--- config.mk ---
export PLATFORM = sky130hd
export DESIGN_NAME = rwpm_top
export DESIGN_NICKNAME = d
export VERILOG_FILES = /design/src/rwpm_pkg.sv /design/src/rwpm_top.sv
export VERILOG_INCLUDE_DIRS = /design/src
export SDC_FILE = /design/constraint.sdc
export NUM_CORES = 1
export LEC_CHECK = 0
export BUFFER_PORTS_ARGS = -buffer_cell sky130_fd_sc_hd__buf_2
export CAP_MARGIN = 20
export CELL_PAD_IN_SITES_DETAIL_PLACEMENT = 0
export CELL_PAD_IN_SITES_GLOBAL_PLACEMENT = 2
export CORE_UTILIZATION = 35
export CTS_CLUSTER_DIAMETER = 50
export CTS_CLUSTER_SIZE = 24
export DETAILED_ROUTE_END_ITERATION = 8
export HOLD_SLACK_MARGIN = 0.15
export PLACE_DENSITY_LB_ADDON = 0.1
export SLEW_MARGIN = 20
export SYNTH_ARGS = -nofsm -noshare
export SYNTH_HDL_FRONTEND = slang
export SYNTH_SLANG_ARGS = --single-unit
--- constraint.sdc ---
create_clock -name clock -period 3.3 [get_ports clock]
set_clock_uncertainty 0.1 [all_clocks]
set_input_delay 0.495 -clock clock [delete_from_list [all_inputs] [get_ports clock]]
set_output_delay 0.495 -clock clock [all_outputs]
set_load 0.02 [all_outputs]
--- src/rwpm_regs.svh ---
`ifndef RWPM_REGS_SVH
`define RWPM_REGS_SVH
// How it works
// - Low-supply reset after continuous debounce time
// - Release when supply rises; ignore short dips
// - Low-supply enable by option; three thresholds
// - PC over-range or opcode A5H resets, flags
// - Watchdog down counter on RC clock
// - Watchdog enable fixed by code option
// - Status register access restarts watchdog
// - Period select sets overflow period
// - Bit 7 watchdog/over-range flag, software clear
// - Bit 5 power-on flag, only software clears
// - Bit 4 low-supply flag, software or POR clear
// - Bit 3 pin reset flag, software or POR clear
// - Idle gates processor clock, peripherals run
// - Idle needs key 55 then sleep bit
// - Power-down needs key 55 then request bit
// - Interrupt wakes idle after warm-up, clears bits
// - Reset during sleep restores clock, clears bits
// - Power-down stops all clocks except watchdog
// - Both bits set enters power-down, clears both
// - External or comparator interrupt wakes power-down
// - Power control 87H: sleep bit0, power-down bit1
// - Suspend key 8EH, eight bits, resets zero
`define RWPM_ADDR_STATUS   8'hb1
`define RWPM_ADDR_POWER_CONTROL_REGISTER     8'h87
`define RWPM_ADDR_KEY      8'h8e
`define RWPM_KEY_VALUE     8'h55
`define RWPM_BAD_OPCODE    8'ha5
`define RWPM_BIT_WATCHDOG_OVERRANGE_FLAG      7
`define RWPM_BIT_POWERON_CAUSE_FLAG      5
`define RWPM_BIT_LOWSUPPLY_CAUSE_FLAG      4
`define RWPM_BIT_PINF      3
`define RWPM_BIT_IDLE      0
`define RWPM_BIT_PDOWN     1
`define RWPM_CLK_MHZ       25
`define RWPM_DEBOUNCE_US   100
`define RWPM_DEBOUNCE_CYC  (`RWPM_DEBOUNCE_US * `RWPM_CLK_MHZ)
`define RWPM_WARMUP_CYC    16'h0040
`define RWPM_RC_TICKS_MS   16'h0020
`define RWPM_PC_LIMIT      16'h2000
`define RWPM_LEVELS        3
`define RWPM_PERIOD_MSB    2
`endif

--- src/rwpm_pkg.sv ---
package rwpm_pkg;
	typedef struct packed {
		logic [7:0] addr;
		logic [7:0] wdata;
		logic       wr;
		logic       rd;
	} rwpm_bus_t;
	typedef struct packed {
		logic        fetch;
		logic [15:0] pc;
		logic [7:0]  opcode;
	} rwpm_fetch_t;
	typedef enum logic [2:0] {
		RWPM_RUN   = 3'b001,
		RWPM_IDLE  = 3'b010,
		RWPM_PDOWN = 3'b100
	} rwpm_mode_t;
endpackage

--- src/rwpm_top.sv ---
`timescale 1ns/100ps
`default_nettype none
`include "rwpm_regs.svh"
module rwpm_top (
	// Clock and reset
	input  wire logic                 clock,
	input  wire logic                 rst,
	// Power-on indication and external reset pin
	input  wire logic                 por,
	input  wire logic                 pin_reset,
	// Factory code options
	input  wire logic                 low_supply_option,
	input  wire logic                 watchdog_code_option,
	input  wire logic [1:0]           low_supply_threshold,
	// Analogue comparators, one per threshold level
	input  wire logic [2:0]           supply_low_level,
	// Independent RC oscillator tick
	input  wire logic                 rc_tick,
	// Interrupt wake sources
	input  wire logic [2:0]           external_irq,
	input  wire logic                 comparator_irq,
	input  wire logic                 irq_pending,
	// Instruction fetch monitor
	input  wire rwpm_pkg::rwpm_fetch_t fetch_in,
	// Register port
	input  wire rwpm_pkg::rwpm_bus_t   bus_in,
	output logic [7:0]                rdata,
	// Reset and clock control
	output logic                      sys_reset,
	output logic                      cpu_clk_en,
	output logic                      periph_clk_en,
	output logic                      osc_run
);
	import rwpm_pkg::*;

	// ------------------------------------------------------------
	// Period decoding
	// ------------------------------------------------------------
	function automatic logic [21:0] rwpm_period(input logic [2:0] sel);
		logic [12:0] ms;
		ms = 13'h0001;
		case (sel)
			3'h0: ms = 13'h1000;
			3'h1: ms = 13'h0400;
			3'h2: ms = 13'h0100;
			3'h3: ms = 13'h0080;
			3'h4: ms = 13'h0040;
			3'h5: ms = 13'h0010;
			3'h6: ms = 13'h0004;
			default: ms = 13'h0001;
		endcase
		rwpm_period = 22'(ms * `RWPM_RC_TICKS_MS);
	endfunction

	function automatic logic hit(input rwpm_bus_t b, input logic [7:0] a);
		hit = (b.wr || b.rd) && (b.addr == a);
	endfunction

	function automatic logic wr_hit(input rwpm_bus_t b, input logic [7:0] a);
		wr_hit = b.wr && (b.addr == a);
	endfunction

	// Unmapped addresses read as zero
	function automatic logic [7:0] read_mux(input logic [7:0] a, input logic [7:0] st,
			input logic [7:0] pc, input logic [7:0] ky);
		case (a)
			`RWPM_ADDR_STATUS: read_mux = st;
			`RWPM_ADDR_POWER_CONTROL_REGISTER:   read_mux = pc;
			`RWPM_ADDR_KEY:    read_mux = ky;
			default:           read_mux = 8'h0;
		endcase
	endfunction

	logic [7:0]  status_word;
	logic        watchdog_overrange_flag_q;
	logic        poweron_cause_flag_q;
	logic        lowsupply_cause_flag_q;
	logic        pinf_q;
	logic [2:0]  period_q;
	logic [7:0]  power_control_register_q;
	logic [7:0]  key_q;
	logic        key_just_q;
	logic [21:0] wdog_q;
	logic [15:0] deb_q;
	logic        lvr_q;
	logic [15:0] warm_q;
	rwpm_mode_t  mode_q;
	logic        wdog_over;
	logic        pc_overrange_reset;
	logic        supply_low;
	logic        any_reset;
	logic        wake_irq;
	logic        set_power_control_register;
	logic        status_acc;
	logic        status_wr;
	logic        key_wr;
	logic        key_taken;
	logic        key_stale;
	logic        deb_done;
	logic [2:0]  level_low;
	logic [2:0]  reload_sel;
	genvar       lv;

	// ------------------------------------------------------------
	// Register decode
	// ------------------------------------------------------------
	// Reads kick the watchdog too, so a polling loop keeps it alive
	assign status_acc = hit(bus_in, `RWPM_ADDR_STATUS);
	assign status_wr  = wr_hit(bus_in, `RWPM_ADDR_STATUS);
	assign key_wr     = wr_hit(bus_in, `RWPM_ADDR_KEY);

	// ------------------------------------------------------------
	// Reset sources
	// ------------------------------------------------------------
	// One comparator per level; the option code picks which one counts
	generate
		for (lv = 0; lv < `RWPM_LEVELS; lv++) begin : g_level
			assign level_low[lv] = (low_supply_threshold == 2'(lv)) &&
				supply_low_level[lv];
		end
	endgenerate

	// Threshold code 3 matches no level, so it turns the monitor off
	assign supply_low = low_supply_option && (|level_low);
	assign pc_overrange_reset = fetch_in.fetch && ((fetch_in.pc >= `RWPM_PC_LIMIT) ||
		(fetch_in.opcode == `RWPM_BAD_OPCODE));
	assign wdog_over = watchdog_code_option && rc_tick && (wdog_q == 22'h0);
	assign any_reset = wdog_over || pc_overrange_reset || lvr_q || pin_reset;

	// Debounce restarts on any high sample, so only a continuous dip counts
	assign deb_done = deb_q >= 16'(`RWPM_DEBOUNCE_CYC);

	always_ff @(posedge clock) begin
		if (rst || por || !supply_low) begin
			deb_q <= 16'h0;
		end else if (!deb_done) begin
			deb_q <= deb_q + 16'h1;
		end
	end

	// Reset lasts as long as the supply stays low
	always_ff @(posedge clock) begin
		if (rst || por || !supply_low) begin
			lvr_q <= 1'b0;
		end else if (deb_done) begin
			lvr_q <= 1'b1;
		end
	end

	// ------------------------------------------------------------
	// Watchdog on RC ticks
	// ------------------------------------------------------------
	// A kick reloads the live period; a write takes its new period at once
	always_comb begin
		reload_sel = period_q;
		if (rst || por || any_reset) begin
			reload_sel = 3'h0;
		end else if (status_wr) begin
			reload_sel = bus_in.wdata[`RWPM_PERIOD_MSB:0];
		end
	end

	always_ff @(posedge clock) begin
		if (rst || por || status_acc || any_reset) begin
			wdog_q <= rwpm_period(reload_sel);
		end else if (rc_tick) begin
			wdog_q <= wdog_q - 22'h1;
		end
	end

	// ------------------------------------------------------------
	// Reset cause register; hardware set wins over software clear
	// ------------------------------------------------------------
	// Bit 6 is unimplemented and always reads zero
	assign status_word = {watchdog_overrange_flag_q, 1'b0, poweron_cause_flag_q, lowsupply_cause_flag_q, pinf_q, period_q};

	// Watchdog or over-range cause
	always_ff @(posedge clock) begin
		if (rst || por) begin
			watchdog_overrange_flag_q <= 1'b0;
		end else if (wdog_over || pc_overrange_reset) begin
			watchdog_overrange_flag_q <= 1'b1;
		end else if (status_wr) begin
			watchdog_overrange_flag_q <= bus_in.wdata[`RWPM_BIT_WATCHDOG_OVERRANGE_FLAG];
		end
	end

	// Power-on cause survives every other reset source
	always_ff @(posedge clock) begin
		if (rst || por) begin
			poweron_cause_flag_q <= 1'b1;
		end else if (status_wr) begin
			poweron_cause_flag_q <= bus_in.wdata[`RWPM_BIT_POWERON_CAUSE_FLAG];
		end
	end

	// Low-supply cause
	always_ff @(posedge clock) begin
		if (rst || por) begin
			lowsupply_cause_flag_q <= 1'b0;
		end else if (lvr_q) begin
			lowsupply_cause_flag_q <= 1'b1;
		end else if (status_wr) begin
			lowsupply_cause_flag_q <= bus_in.wdata[`RWPM_BIT_LOWSUPPLY_CAUSE_FLAG];
		end
	end

	// Pin reset cause
	always_ff @(posedge clock) begin
		if (rst || por) begin
			pinf_q <= 1'b0;
		end else if (pin_reset) begin
			pinf_q <= 1'b1;
		end else if (status_wr) begin
			pinf_q <= bus_in.wdata[`RWPM_BIT_PINF];
		end
	end

	// Period falls back to the longest one on any reset
	always_ff @(posedge clock) begin
		if (rst || por || any_reset) begin
			period_q <= 3'h0;
		end else if (status_wr) begin
			period_q <= bus_in.wdata[`RWPM_PERIOD_MSB:0];
		end
	end

	// ------------------------------------------------------------
	// Suspend key and power control
	// ------------------------------------------------------------
	assign set_power_control_register = wr_hit(bus_in, `RWPM_ADDR_POWER_CONTROL_REGISTER);
	assign wake_irq = (mode_q == RWPM_PDOWN) ? (|external_irq || comparator_irq) :
		irq_pending;

	// Key lives for the one following bus cycle, and one cycle more after each write it unlocks
	assign key_taken = set_power_control_register && key_q == `RWPM_KEY_VALUE && key_just_q;
	assign key_stale = mode_q == RWPM_RUN && !key_just_q && key_q != 8'h0;

	always_ff @(posedge clock) begin
		if (rst || por || any_reset) begin
			key_q <= 8'h0;
		end else if (key_wr) begin
			key_q <= bus_in.wdata;
		end else if (mode_q != RWPM_RUN && wake_irq) begin
			key_q <= 8'h0;
		end else if (key_stale) begin
			key_q <= 8'h0;
		end
	end

	always_ff @(posedge clock) begin
		if (rst || por || any_reset) begin
			key_just_q <= 1'b0;
		end else if (key_wr) begin
			key_just_q <= 1'b1;
		end else if (mode_q != RWPM_RUN && wake_irq) begin
			key_just_q <= 1'b0;
		end else if (mode_q == RWPM_RUN && !key_taken) begin
			key_just_q <= 1'b0;
		end
	end

	always_ff @(posedge clock) begin
		if (rst || por || any_reset) begin
			power_control_register_q <= 8'h0;
		end else if (set_power_control_register) begin
			power_control_register_q <= bus_in.wdata;
			if (!(key_just_q && key_q == `RWPM_KEY_VALUE)) begin
				power_control_register_q[1:0] <= 2'h0;
			end
		end else if (mode_q != RWPM_RUN && wake_irq) begin
			power_control_register_q[1:0] <= 2'h0;
		end
	end

	// ------------------------------------------------------------
	// Mode machine with wake warm-up
	// ------------------------------------------------------------
	always_ff @(posedge clock) begin
		if (rst || por || any_reset) begin
			mode_q <= RWPM_RUN;
			warm_q <= 16'h0;
		end else begin
			case (mode_q)
				RWPM_RUN: begin
					if (warm_q != 16'h0) begin
						warm_q <= warm_q - 16'h1;
					end else if (power_control_register_q[`RWPM_BIT_PDOWN]) begin
						mode_q <= RWPM_PDOWN;
					end else if (power_control_register_q[`RWPM_BIT_IDLE]) begin
						mode_q <= RWPM_IDLE;
					end
				end
				RWPM_IDLE, RWPM_PDOWN: begin
					if (wake_irq) begin
						mode_q <= RWPM_RUN;
						warm_q <= `RWPM_WARMUP_CYC;
					end
				end
				default: mode_q <= RWPM_RUN;
			endcase
		end
	end

	// ------------------------------------------------------------
	// Outputs and read port
	// ------------------------------------------------------------
	// Reset request to the rest of the device
	always_ff @(posedge clock) begin
		if (rst) begin
			sys_reset <= 1'b1;
		end else begin
			sys_reset <= por || any_reset;
		end
	end

	// Processor clock waits for the warm-up after any wake
	always_ff @(posedge clock) begin
		if (rst) begin
			cpu_clk_en <= 1'b0;
		end else begin
			cpu_clk_en <= mode_q == RWPM_RUN && warm_q == 16'h0;
		end
	end

	// Peripherals keep running in idle, stop in power-down
	always_ff @(posedge clock) begin
		if (rst) begin
			periph_clk_en <= 1'b0;
		end else begin
			periph_clk_en <= mode_q != RWPM_PDOWN && warm_q == 16'h0;
		end
	end

	// Main oscillator; the watchdog RC source is never stopped here
	always_ff @(posedge clock) begin
		if (rst) begin
			osc_run <= 1'b1;
		end else begin
			osc_run <= mode_q != RWPM_PDOWN;
		end
	end

	always_ff @(posedge clock) begin
		if (rst || !bus_in.rd) begin
			rdata <= 8'h0;
		end else begin
			rdata <= read_mux(bus_in.addr, status_word, power_control_register_q, key_q);
		end
	end
endmodule
`default_nettype wire

=== Word level (Yosys, flattened, before mapping) ===
Cells that the tools add are included.

* Bits in registers: 94
* Input port bits: 60
* Output and inout port bits: 12

* $add $sub $neg: 3
* Order comparisons: 2
* Equality and inequality tests: 22
* Mux-type cells: 30
* Reductions and logical operators: 56

{| class="wikitable"
|+ Operator list
! kind !! number
|-
| $pmux 13 s7 || 1
|-
| $mux 18 || 2
|-
| $eq 8x8->1 const B || 4
|-
| $mux 16 || 2
|-
| $pmux 16 s2 || 1
|-
| $mux 8 || 3
|-
| $pmux 8 s3 || 1
|-
| $logic_not 22->1 || 1
|-
| $sub 22x1->22 const B || 1
|-
| $logic_and 1x1->1 || 20
|-
| $mux 3 || 6
|-
| $add 16x1->16 const B || 1
|-
| $ge 16x12->1 const B || 1
|-
| $ge 16x14->1 const B || 1
|-
| $logic_not 16->1 || 1
|-
| $reduce_bool 16->1 || 1
|-
| $sub 16x1->16 const B || 1
|-
| $logic_or 1x1->1 || 13
|-
| $eq 3x3->1 const B || 4
|-
| $reduce_bool 2->1 || 6
|-
| $mux 1 || 10
|-
| $eq 3x2->1 const B || 3
|-
| $eq 8x7->1 const B || 1
|-
| $reduce_bool 8->1 || 1
|-
| 16 further kinds || 27
|}

=== Logic depth before layout (Yosys ltp) ===
Gate-level depths: netlist of run 1.

* Depth in word-level cells: 11
* Gate-level depth with buffers: 9
* Gate-level depth less buffers: 7

=== Worst setup path after synthesis of run 1 ===
OpenSTA, ideal clock, no wires.

* Path kind: input to register
* Start point: input port rc_tick
* End point: register wdog_q[10], enable pin
* Library setup time: 324 ps
* Arrival: 2,382 ps
* Slack: 493 ps
* Stages on the path: 7
* Buffers on the path: 2
* Cells stage by stage: buf_6 -> or4b_4 -> or3_1 -> or4_1 -> buf_2 -> nand4_2 -> or2_2

* Cells in the longest elaborated chain, start to end: 7

{| class="wikitable"
|+ Ends and longest elaborated chain
! element !! line !! RTL
|-
| from (decl) || rwpm_top.sv:18 || <nowiki>input wire logic rc_tick,</nowiki>
|-
| $logic_and 1x1->1 (2 in a row) || rwpm_top.sv:127 || <nowiki>assign wdog_over = watchdog_code_option && rc_tick && (wdog_q == 22'h0);</nowiki>
|-
| $logic_or 1x1->1 (3 in a row) || rwpm_top.sv:128 || <nowiki>assign any_reset = wdog_over || pc_overrange_reset || lvr_q || pin_reset;</nowiki>
|-
| $logic_or 1x1->1 || rwpm_top.sv:164 || <nowiki>if (rst || por || status_acc || any_reset) begin</nowiki>
|-
| $reduce_bool 2->1 (no source line) (*) || - ||
|-
| to (signal assigned) || rwpm_top.sv:165 || <nowiki>wdog_q <= rwpm_period(reload_sel);</nowiki>
|-
| to (signal assigned) || rwpm_top.sv:167 || <nowiki>wdog_q <= wdog_q - 22'h1;</nowiki>
|-
| to (decl) || rwpm_top.sv:83 || <nowiki>logic [21:0] wdog_q;</nowiki>
|}

Mark *: on every way between the ends. The rest lies on a longest branch, timed or not.
A chain may end at the register's enable or synchronous reset.

=== Worst setup path in the final report of run 1 ===
* Start point: register wdog_q[16]
* End point: register wdog_q[12], enable pin

* Cells in the longest elaborated chain, start to end: 7

{| class="wikitable"
|+ Ends and longest elaborated chain
! element !! line
|-
| $logic_not 22->1 || rwpm_top.sv:127
|-
| $logic_and 1x1->1 || rwpm_top.sv:127
|-
| $logic_or 1x1->1 (3 in a row) || rwpm_top.sv:128
|-
| $logic_or 1x1->1 || rwpm_top.sv:164
|-
| $reduce_bool 2->1 (no source line) || -
|}

No other way between the ends.

==> metrics, run 1 <==
Die Y=116 um; routed wl met3=455 um; Hold Path Origin=pin_reset; CTS H-tree depth=3; post-route ant nets=0; num rows=41; Area growth syn-to-layout=17.6%; met1 wire length=6290 um; largest net degree at the start of global routing=34; worst path cell trace=or4b_4 -> or3_1 -> or4_1 -> nand4_2 -> or2_2; Post-synth ARST share=0%; CTS tree=yes; RSZ-0062 raised after global routing=no; GP Congestion=0.742; # Max-Cap Violations=0; pins over their slew limit=0; CTS root buf=clkbuf_16; highest metal used=met4; combinational share of power=13.3%; grt total ovfl=0; relative slew slack=55.8%; top cell type by total area after synthesis=dfxtp_1; CP Capture Type=flop; Vias=3,936; VDD IR-drop max=232 uV; fin crit share=87.9%; clock share of power=39.6%; Worst Max-Slew Pin Slew=0.661 ns; Area contributors post-synth=dfxtp_1, edfxtp_1, nor2_1; Worst Setup SP=wdog_q[16]; fillers=1,305; Vias/cell=5.30; total power=2.53 mW; top cell type's share of synthesized area=35.7%; Post-synth top flop=dfxtp_1; Seq/Total Area, Yosys=44.3%; final wirelength=11,800 um; internal power=1.86 mW; # nets final=631; initial antenna violation count=0; # diodes=0; Final HPWL DP=8480 um; GRT Resource Usage Total=18.3%; status=finished, final reports clean; final hold viol count=0; R2R Path Start=wdog_q[16]; Reg power frac=47.1%; fin util=42.4%; layout cells sized above 1=18.6%; cell count after synthesis=499; Buf/Inv on CP=0; crit start category=flop; Core ar.=12,600 um^2; HP Class=primary input to flop; Synth top cells by count=dfxtp_1, nor2_1, nand2_1, nand3_1, xnor2_1; Post-Syn Area per Cell=9.11 um^2; CP arrival=2.81 ns; DRT Pass-1 Iters=7; Cell Count, Final, Fillers Out=743; crit-path max FO=13; Critical Path Slowest Stage Cell=or4_1; Sw Share=26.5%; EDFF count, synth=13; Die ar.=13,400 um^2; Post-Syn Nets=564; number of DRC markers in iteration 0=305; DRC violations left=0; Max Root-Sink Buffers=2; top-count cell post-synth=dfxtp_1; I/O Pins=72; I/O Buffers=58; kind of critical path=flop to flop; Initial Util=36.0%; clock period minus final worst setup slack=2.90 ns; Syn. warnings=0; pwr dens=474 nW/um^2; WL met2=4860 um; Netlist cell types=59; die width=116 um; first-pass GRT wire length=18,700 um; cts repair resizes=0; Critical Path RT=3.21 ns; WL/cell=15.9 um; Synth Cell Area=4540 um^2; post-CTS setup buffer count=0; clock sink total=94; setup violators final=0; setup TNS=0 ns; Crit path max-delay family=simple AND/OR/NAND/NOR gates; cts bufs inserted=9; flops & latches, synth=94; leak pwr=2.01 nW; final worst setup slack=0.399 ns; vias in the first global route=3,513; Net Switching=0.672 mW; worst skew pair latency=0.35 ns; Crit path largest cell delay=0.60 ns; clock transition at the registers of the reported paths=0.07 ns; Fmax=345 MHz; pre-CTS setup slack=0.368 ns; placed cells=727; CTS hold repair buffers=0
==> placed cells by master (no fill, tap or decap), types with 11 or more instances in the layout <==
| master | instances |
|---|---|
| dfxtp_1 | 81 |
| nor2_1 | 78 |
| buf_2 | 58 |
| nand2_1 | 34 |
| nand3_1 | 29 |
| xnor2_1 | 25 |
| a21oi_1 | 18 |
| buf_4 | 17 |
| xor2_1 | 16 |
| nor3_1 | 14 |
| edfxtp_1 | 13 |
| inv_1 | 12 |
| a211oi_1 | 12 |
| nor4_1 | 11 |
| nand4_1 | 11 |
==> logic make-up after synthesis <==
| group | Yosys count | share of synthesized area, % |
|---|---|---|
| AO/OA/AOI/OAI | 77 | 12.4 |
| multiplexers | 11 | 2.56 |
| adder cells (fa/ha/maj) | 5 | 1.38 |
| flip-flops | 94 | 44.3 |
| buffers and inverters | 32 | 3.85 |
| AND/OR/NAND/NOR | 239 | 27.7 |
| XOR/XNOR | 41 | 7.90 |
==> path summary, 6_finish.rpt <==
| kind | endpoint | slack [ns] | cells after the start |
|---|---|---|---|
| setup / recovery | wdog_q[12] | 0.40 | 5 |
| hold / removal | pinf_q | 0.28 | 2 |
| setup reg to reg | wdog_q[12] | 0.40 | 5 |
| hold reg to reg | deb_q[14] | 0.35 | 1 |
==> state kept, by name, summed over array words and instances (netlist names), 3 cells and up <==
register,flops
warm_q,16
rdata,8
period_q,3
key_q,8
wdog_q,22
power_control_register_q,8
deb_q,16
mode_q,3
==> worst reg2reg max path: stages, from the launching register on <==
cell and delay, ns:
edfxtp_1 0.49, or4b_4 0.54, or3_1 0.33, or4_1 0.60, nand4_2 0.18, or2_2 0.33
==> through the flow <==
step                instance area (um^2)  hold slack (ns)
floorplan                           4540            0.320
global placement                    5060            0.336
detailed placement                  5060            0.340
CTS                                 5350            0.279
global route                        5350            0.290
finish                              5350            0.284
==> area by class of cell <==
| cell class | count | area [um^2] | share of cell area, % |
|---|---|---|---|
| repair buffers | 75 | 418 | 7.82 |
| clock buffers | 10 | 239 | 4.47 |
| clock inverters | 6 | 42.5 | 0.796 |
| well taps | 172 | 215 | 4.03 |
| multi-input cells | 373 | 2360 | 44.1 |
| flip-flops and latches | 94 | 2010 | 37.6 |
| inverters | 13 | 61.3 | 1.15 |
==> per-layer routing <==
layer / global-route usage, % / vias to the layer above
met2: 25.6 / 103
met1: 27.7 / 1846
met4: 7.26 / 0
li1: - / 1972
met5: 0 / -
met3: 2.98 / 15
==> power groups by stage <==
stage                     registers, mW  clock network (mW)  logic, mW
after floorplan                    1.22                   0      0.225
after global placement             1.22                   0      0.334
final                              1.19                1.00      0.337
after detailed placement           1.22                   0      0.334
after global routing               1.19                1.08      0.374
after CTS                          1.19                1.03      0.338
No activity file was read; power rests on OpenSTA's default activity.
==> run 2, diff against run 1 <==
BUFFER_PORTS_ARGS = -buffer_cell sky130_fd_sc_hd__clkbuf_2   (was -buffer_cell sky130_fd_sc_hd__buf_2)
CTS_CLUSTER_DIAMETER = 150   (was 50)
==> metrics, run 2 (same netlist as run 1, synthesis figures left out) <==
status=finished, final reports clean; Critical Path RT=3.22 ns; Max Root-Sink Buffers=2; Core ar.=12,600 um^2; Min-Delay Endpoint=pinf_q; vias in the first global route=3,683; pins over their slew limit=0; worst skew pair latency=0.35 ns; largest net degree at the start of global routing=23; met3 Track Usage GR=4.60%; crit start category=flop; Die ar.=13,400 um^2; number of DRC markers in iteration 0=277; Biggest register=wdog_q; GP Congestion=0.736; final hold viol count=0; cell count along the critical path=5; CTS root buf=clkbuf_16; post-route ant nets=0; CTS hold repair buffers=0; worst path cell trace=or4b_4 -> or3_1 -> or4_1 -> nand4_2 -> or2_2; cts repair resizes=0; fillers=1,327; fin crit share=87.4%; GRT met2 Usage=27.7%; Die Y=116 um; relative slew slack=57.2%; GRT busiest layer=met2; most frequent cells in the layout=dfxtp_1, nor2_1, clkbuf_2; R2R Path Start=wdog_q[17]; RSZ-0062 raised after global routing=no; pre-CTS setup slack=0.339 ns; Crit path max-delay family=simple AND/OR/NAND/NOR gates; VDD IR-drop max=267 uV; DRT Pass-1 Iters=5; I/O Pins=72; Vias=3,866; clock transition at the registers of the reported paths=0.07 ns; Worst Max-Slew Pin Slew=0.640 ns; I/O Buffers=58; Buf/Inv on CP=0; Crit path largest cell delay=0.60 ns; crit-path max FO=13; clock sink total=94; Hold Path Origin=pin_reset; kind of critical path=flop to flop; first-pass GRT wire length=19,200 um; Vias/cell=5.20; clock period minus final worst setup slack=2.88 ns; # nets final=632; GRT Resource Usage Total=18.8%; # diodes=0; Critical Path Slowest Stage Cell=or4_1; layout cells sized above 1=18.7%; initial antenna violation count=0; pwr dens=477 nW/um^2; most common cell after layout, fill and taps aside=dfxtp_1; cts bufs inserted=9; post-CTS setup buffer count=0; final worst setup slack=0.416 ns; Area growth syn-to-layout=18.0%; leak pwr=2.02 nW; worst reg2reg path depth=5; CP arrival=2.80 ns; worst hold stages=2; max reg flops=22; worst reg2reg endpoint=wdog_q[13]; setup TNS=0 ns; # Max-Cap Violations=0; num rows=41; setup violators final=0; fin util=42.5%; grt total ovfl=0; CTS H-tree depth=3; CP Capture Type=flop; met1 usage=27.2%; WL/cell=15.7 um; worst hold slack=0.288 ns; biggest regs=wdog_q x22, deb_q x16, warm_q x16; die width=116 um; DRC violations left=0; Fmax=347 MHz; R2R Setup Slk=0.42 ns; CTS tree=yes; total power=2.55 mW; final wirelength=11,700 um; Final HPWL DP=8570 um; HP Class=primary input to flop; Initial Util=36.0%
## run 2: cell types whose count changed in the layout (fill, tap and decap cells not counted)
cell and change:
buf_2 -58, clkbuf_2 +58, clkinv_4 +3, clkinv_2 -2, buf_4 +1, clkbuf_8 -1, inv_4 -1, inv_8 +1
## run 2: cell type report
type,instances,area (um^2),area share (%)
repair buffers,76,425,7.94
flip-flops and latches,94,2010,37.5
inverters,13,61.3,1.14
clock buffers,9,225,4.20
well taps,172,215,4.01
clock inverters,7,63.8,1.19
multi-input cells,373,2360,44.0
## run 2: per-layer routing
layer / up-vias / routed length, um
li1: 1967 / -
met5: - / 0
met4: 0 / 115
met3: 7 / 547
met2: 80 / 4890
met1: 1812 / 6100
## run 2: where the power goes
| group | internal [mW] | switching [mW] |
|---|---|---|
| clock network | 0.529 | 0.497 |
| logic | 0.146 | 0.190 |
| registers | 1.18 | 0.0152 |
| total | 1.85 | 0.703 |
## run 2: worst max path at each step
stage / start / endpoint / slack [ns]
5_1_grt: wdog_q[16] / wdog_q[13] / 0.30
4_1_cts: wdog_q[16] / wdog_q[13] / 0.40
2_1_floorplan: rc_tick / wdog_q[10] / 0.49
3_5_place_dp: rc_tick / wdog_q[14] / 0.34
6_report: wdog_q[17] / wdog_q[13] / 0.42
3_3_place_gp: rc_tick / wdog_q[12] / 0.34
## run 2: stage by stage
| step | instances | instance area [um^2] |
|---|---|---|
| 2_1_floorplan | 499 | 4540 |
| 3_5_place_dp | 728 | 5070 |
| 6_report | 744 | 5360 |
| 5_1_grt | 744 | 5360 |
| 4_1_cts | 744 | 5360 |
| 3_3_place_gp | 728 | 5070 |
==> run 3, diff against run 2 <==
ABC_CLOCK_PERIOD_IN_PS = 3300   (was default)
REMOVE_ABC_BUFFERS = 1   (was default)
==> metrics, run 3 (same netlist as run 1, synthesis figures left out) <==
status=finished, final reports clean; post-route ant nets=0; CTS tree=yes; crit-path max FO=13; Buf/Inv on CP=0; initial antenna violation count=0; cts bufs inserted=9; GRT Resource Usage Total=17.3%; fillers=1,295; Crit path max-delay family=simple AND/OR/NAND/NOR gates; most common cell after layout, fill and taps aside=dfxtp_1; leak pwr=2.01 nW; CTS H-tree depth=3; clock period minus final worst setup slack=2.83 ns; Biggest register=wdog_q; Crit path largest cell delay=0.59 ns; Die Y=116 um; CTS root buf=clkbuf_16; Max Root-Sink Buffers=2; most frequent cells in the layout=dfxtp_1, nor2_1, clkbuf_2; DRT Pass-1 Iters=7; Vias/cell=5.15; # diodes=0; clock transition at the registers of the reported paths=0.06 ns; clock sink total=94; pins over their slew limit=0; I/O Buffers=58; I/O Pins=72; biggest regs=wdog_q x22, deb_q x16, warm_q x16; Placed Area=5060 um^2; CP arrival=2.75 ns; Core ar.=12,600 um^2; Critical Path RT=3.22 ns; largest net degree at the start of global routing=34; pre-CTS setup slack=0.351 ns; final wirelength=11,000 um; cts repair resizes=0; worst path cell trace=or4b_4 -> or3_1 -> or4_1 -> nand4_2 -> or2_2; DRC violations left=0; Worst Max-Slew Pin Slew=0.644 ns; # nets final=631; HP Class=primary input to flop; fin crit share=85.9%; fin area=5350 um^2; WL/cell=14.8 um; number of DRC markers in iteration 0=215; num rows=41; setup violators final=0; Area growth syn-to-layout=17.6%; Critical Path Slowest Stage Cell=or4_1; Final HPWL DP=7910 um; kind of critical path=flop to flop; worst skew pair latency=0.35 ns; total power=2.54 mW; CTS hold repair buffers=0; relative slew slack=57.0%; crit start category=flop; final worst setup slack=0.465 ns; Fmax=353 MHz; Initial Util=36.0%; max reg flops=22; die width=116 um; pwr dens=475 nW/um^2; VDD IR-drop max=189 uV; setup TNS=0 ns; Vias=3,824; Die ar.=13,400 um^2; CP Capture Type=flop; first-pass GRT wire length=17,900 um; # Max-Cap Violations=0; fin util=42.4%; post-CTS setup buffer count=0; layout cells sized above 1=18.0%; final hold viol count=0; vias in the first global route=3,612; RSZ-0062 raised after global routing=no; GP Congestion=0.759; grt total ovfl=0
## run 3: per-stage QoR
| step | hold WS, ns | cells |
|---|---|---|
| 6_report | 0.294 | 743 |
| 3_3_place_gp | 0.333 | 727 |
| 3_5_place_dp | 0.343 | 727 |
| 5_1_grt | 0.287 | 743 |
| 4_1_cts | 0.286 | 743 |
| 2_1_floorplan | 0.320 | 480 |
## run 3: worst paths after layout
path                               startpoint                           to  slack, ns  cells after the start
hold / removal                            por    watchdog_overrange_flag_q       0.29                      2
setup / recovery                   wdog_q[17]                   wdog_q[11]       0.47                      5
hold reg to reg   power_control_register_q[4]  power_control_register_q[4]       0.36                      2
setup reg to reg                   wdog_q[17]                   wdog_q[11]       0.47                      5
## run 3: per-layer routing
metal	vias to the layer above	global-route usage [%]	routed length, um	share of wire, %
met4	0	7.18	177	1.6
met1	1804	23.0	5490	50
met3	10	2.67	306	2.8
met5	-	0	0	0
li1	1959	-	-	-
met2	51	27.9	5060	46
## run 3: layout make-up
cell class / instances / area (um^2) / share of cell area, %
Timing Repair Buffer: 75 / 418 / 7.82
Multi-Input combinational cell: 373 / 2360 / 44.1
Tap cell: 172 / 215 / 4.03
Sequential cell: 94 / 2010 / 37.6
Inverter: 13 / 61.3 / 1.15
Clock inverter: 4 / 46.3 / 0.866
Clock buffer: 12 / 236 / 4.42
## run 3: where the power goes
part           switching (mW)  leakage, nW  internal, mW  total, mW
sequential             0.0155        0.807          1.18       1.19
combinational           0.182         1.07         0.143      0.325
clock                   0.433        0.141         0.586       1.02
total                   0.630         2.01          1.91       2.54
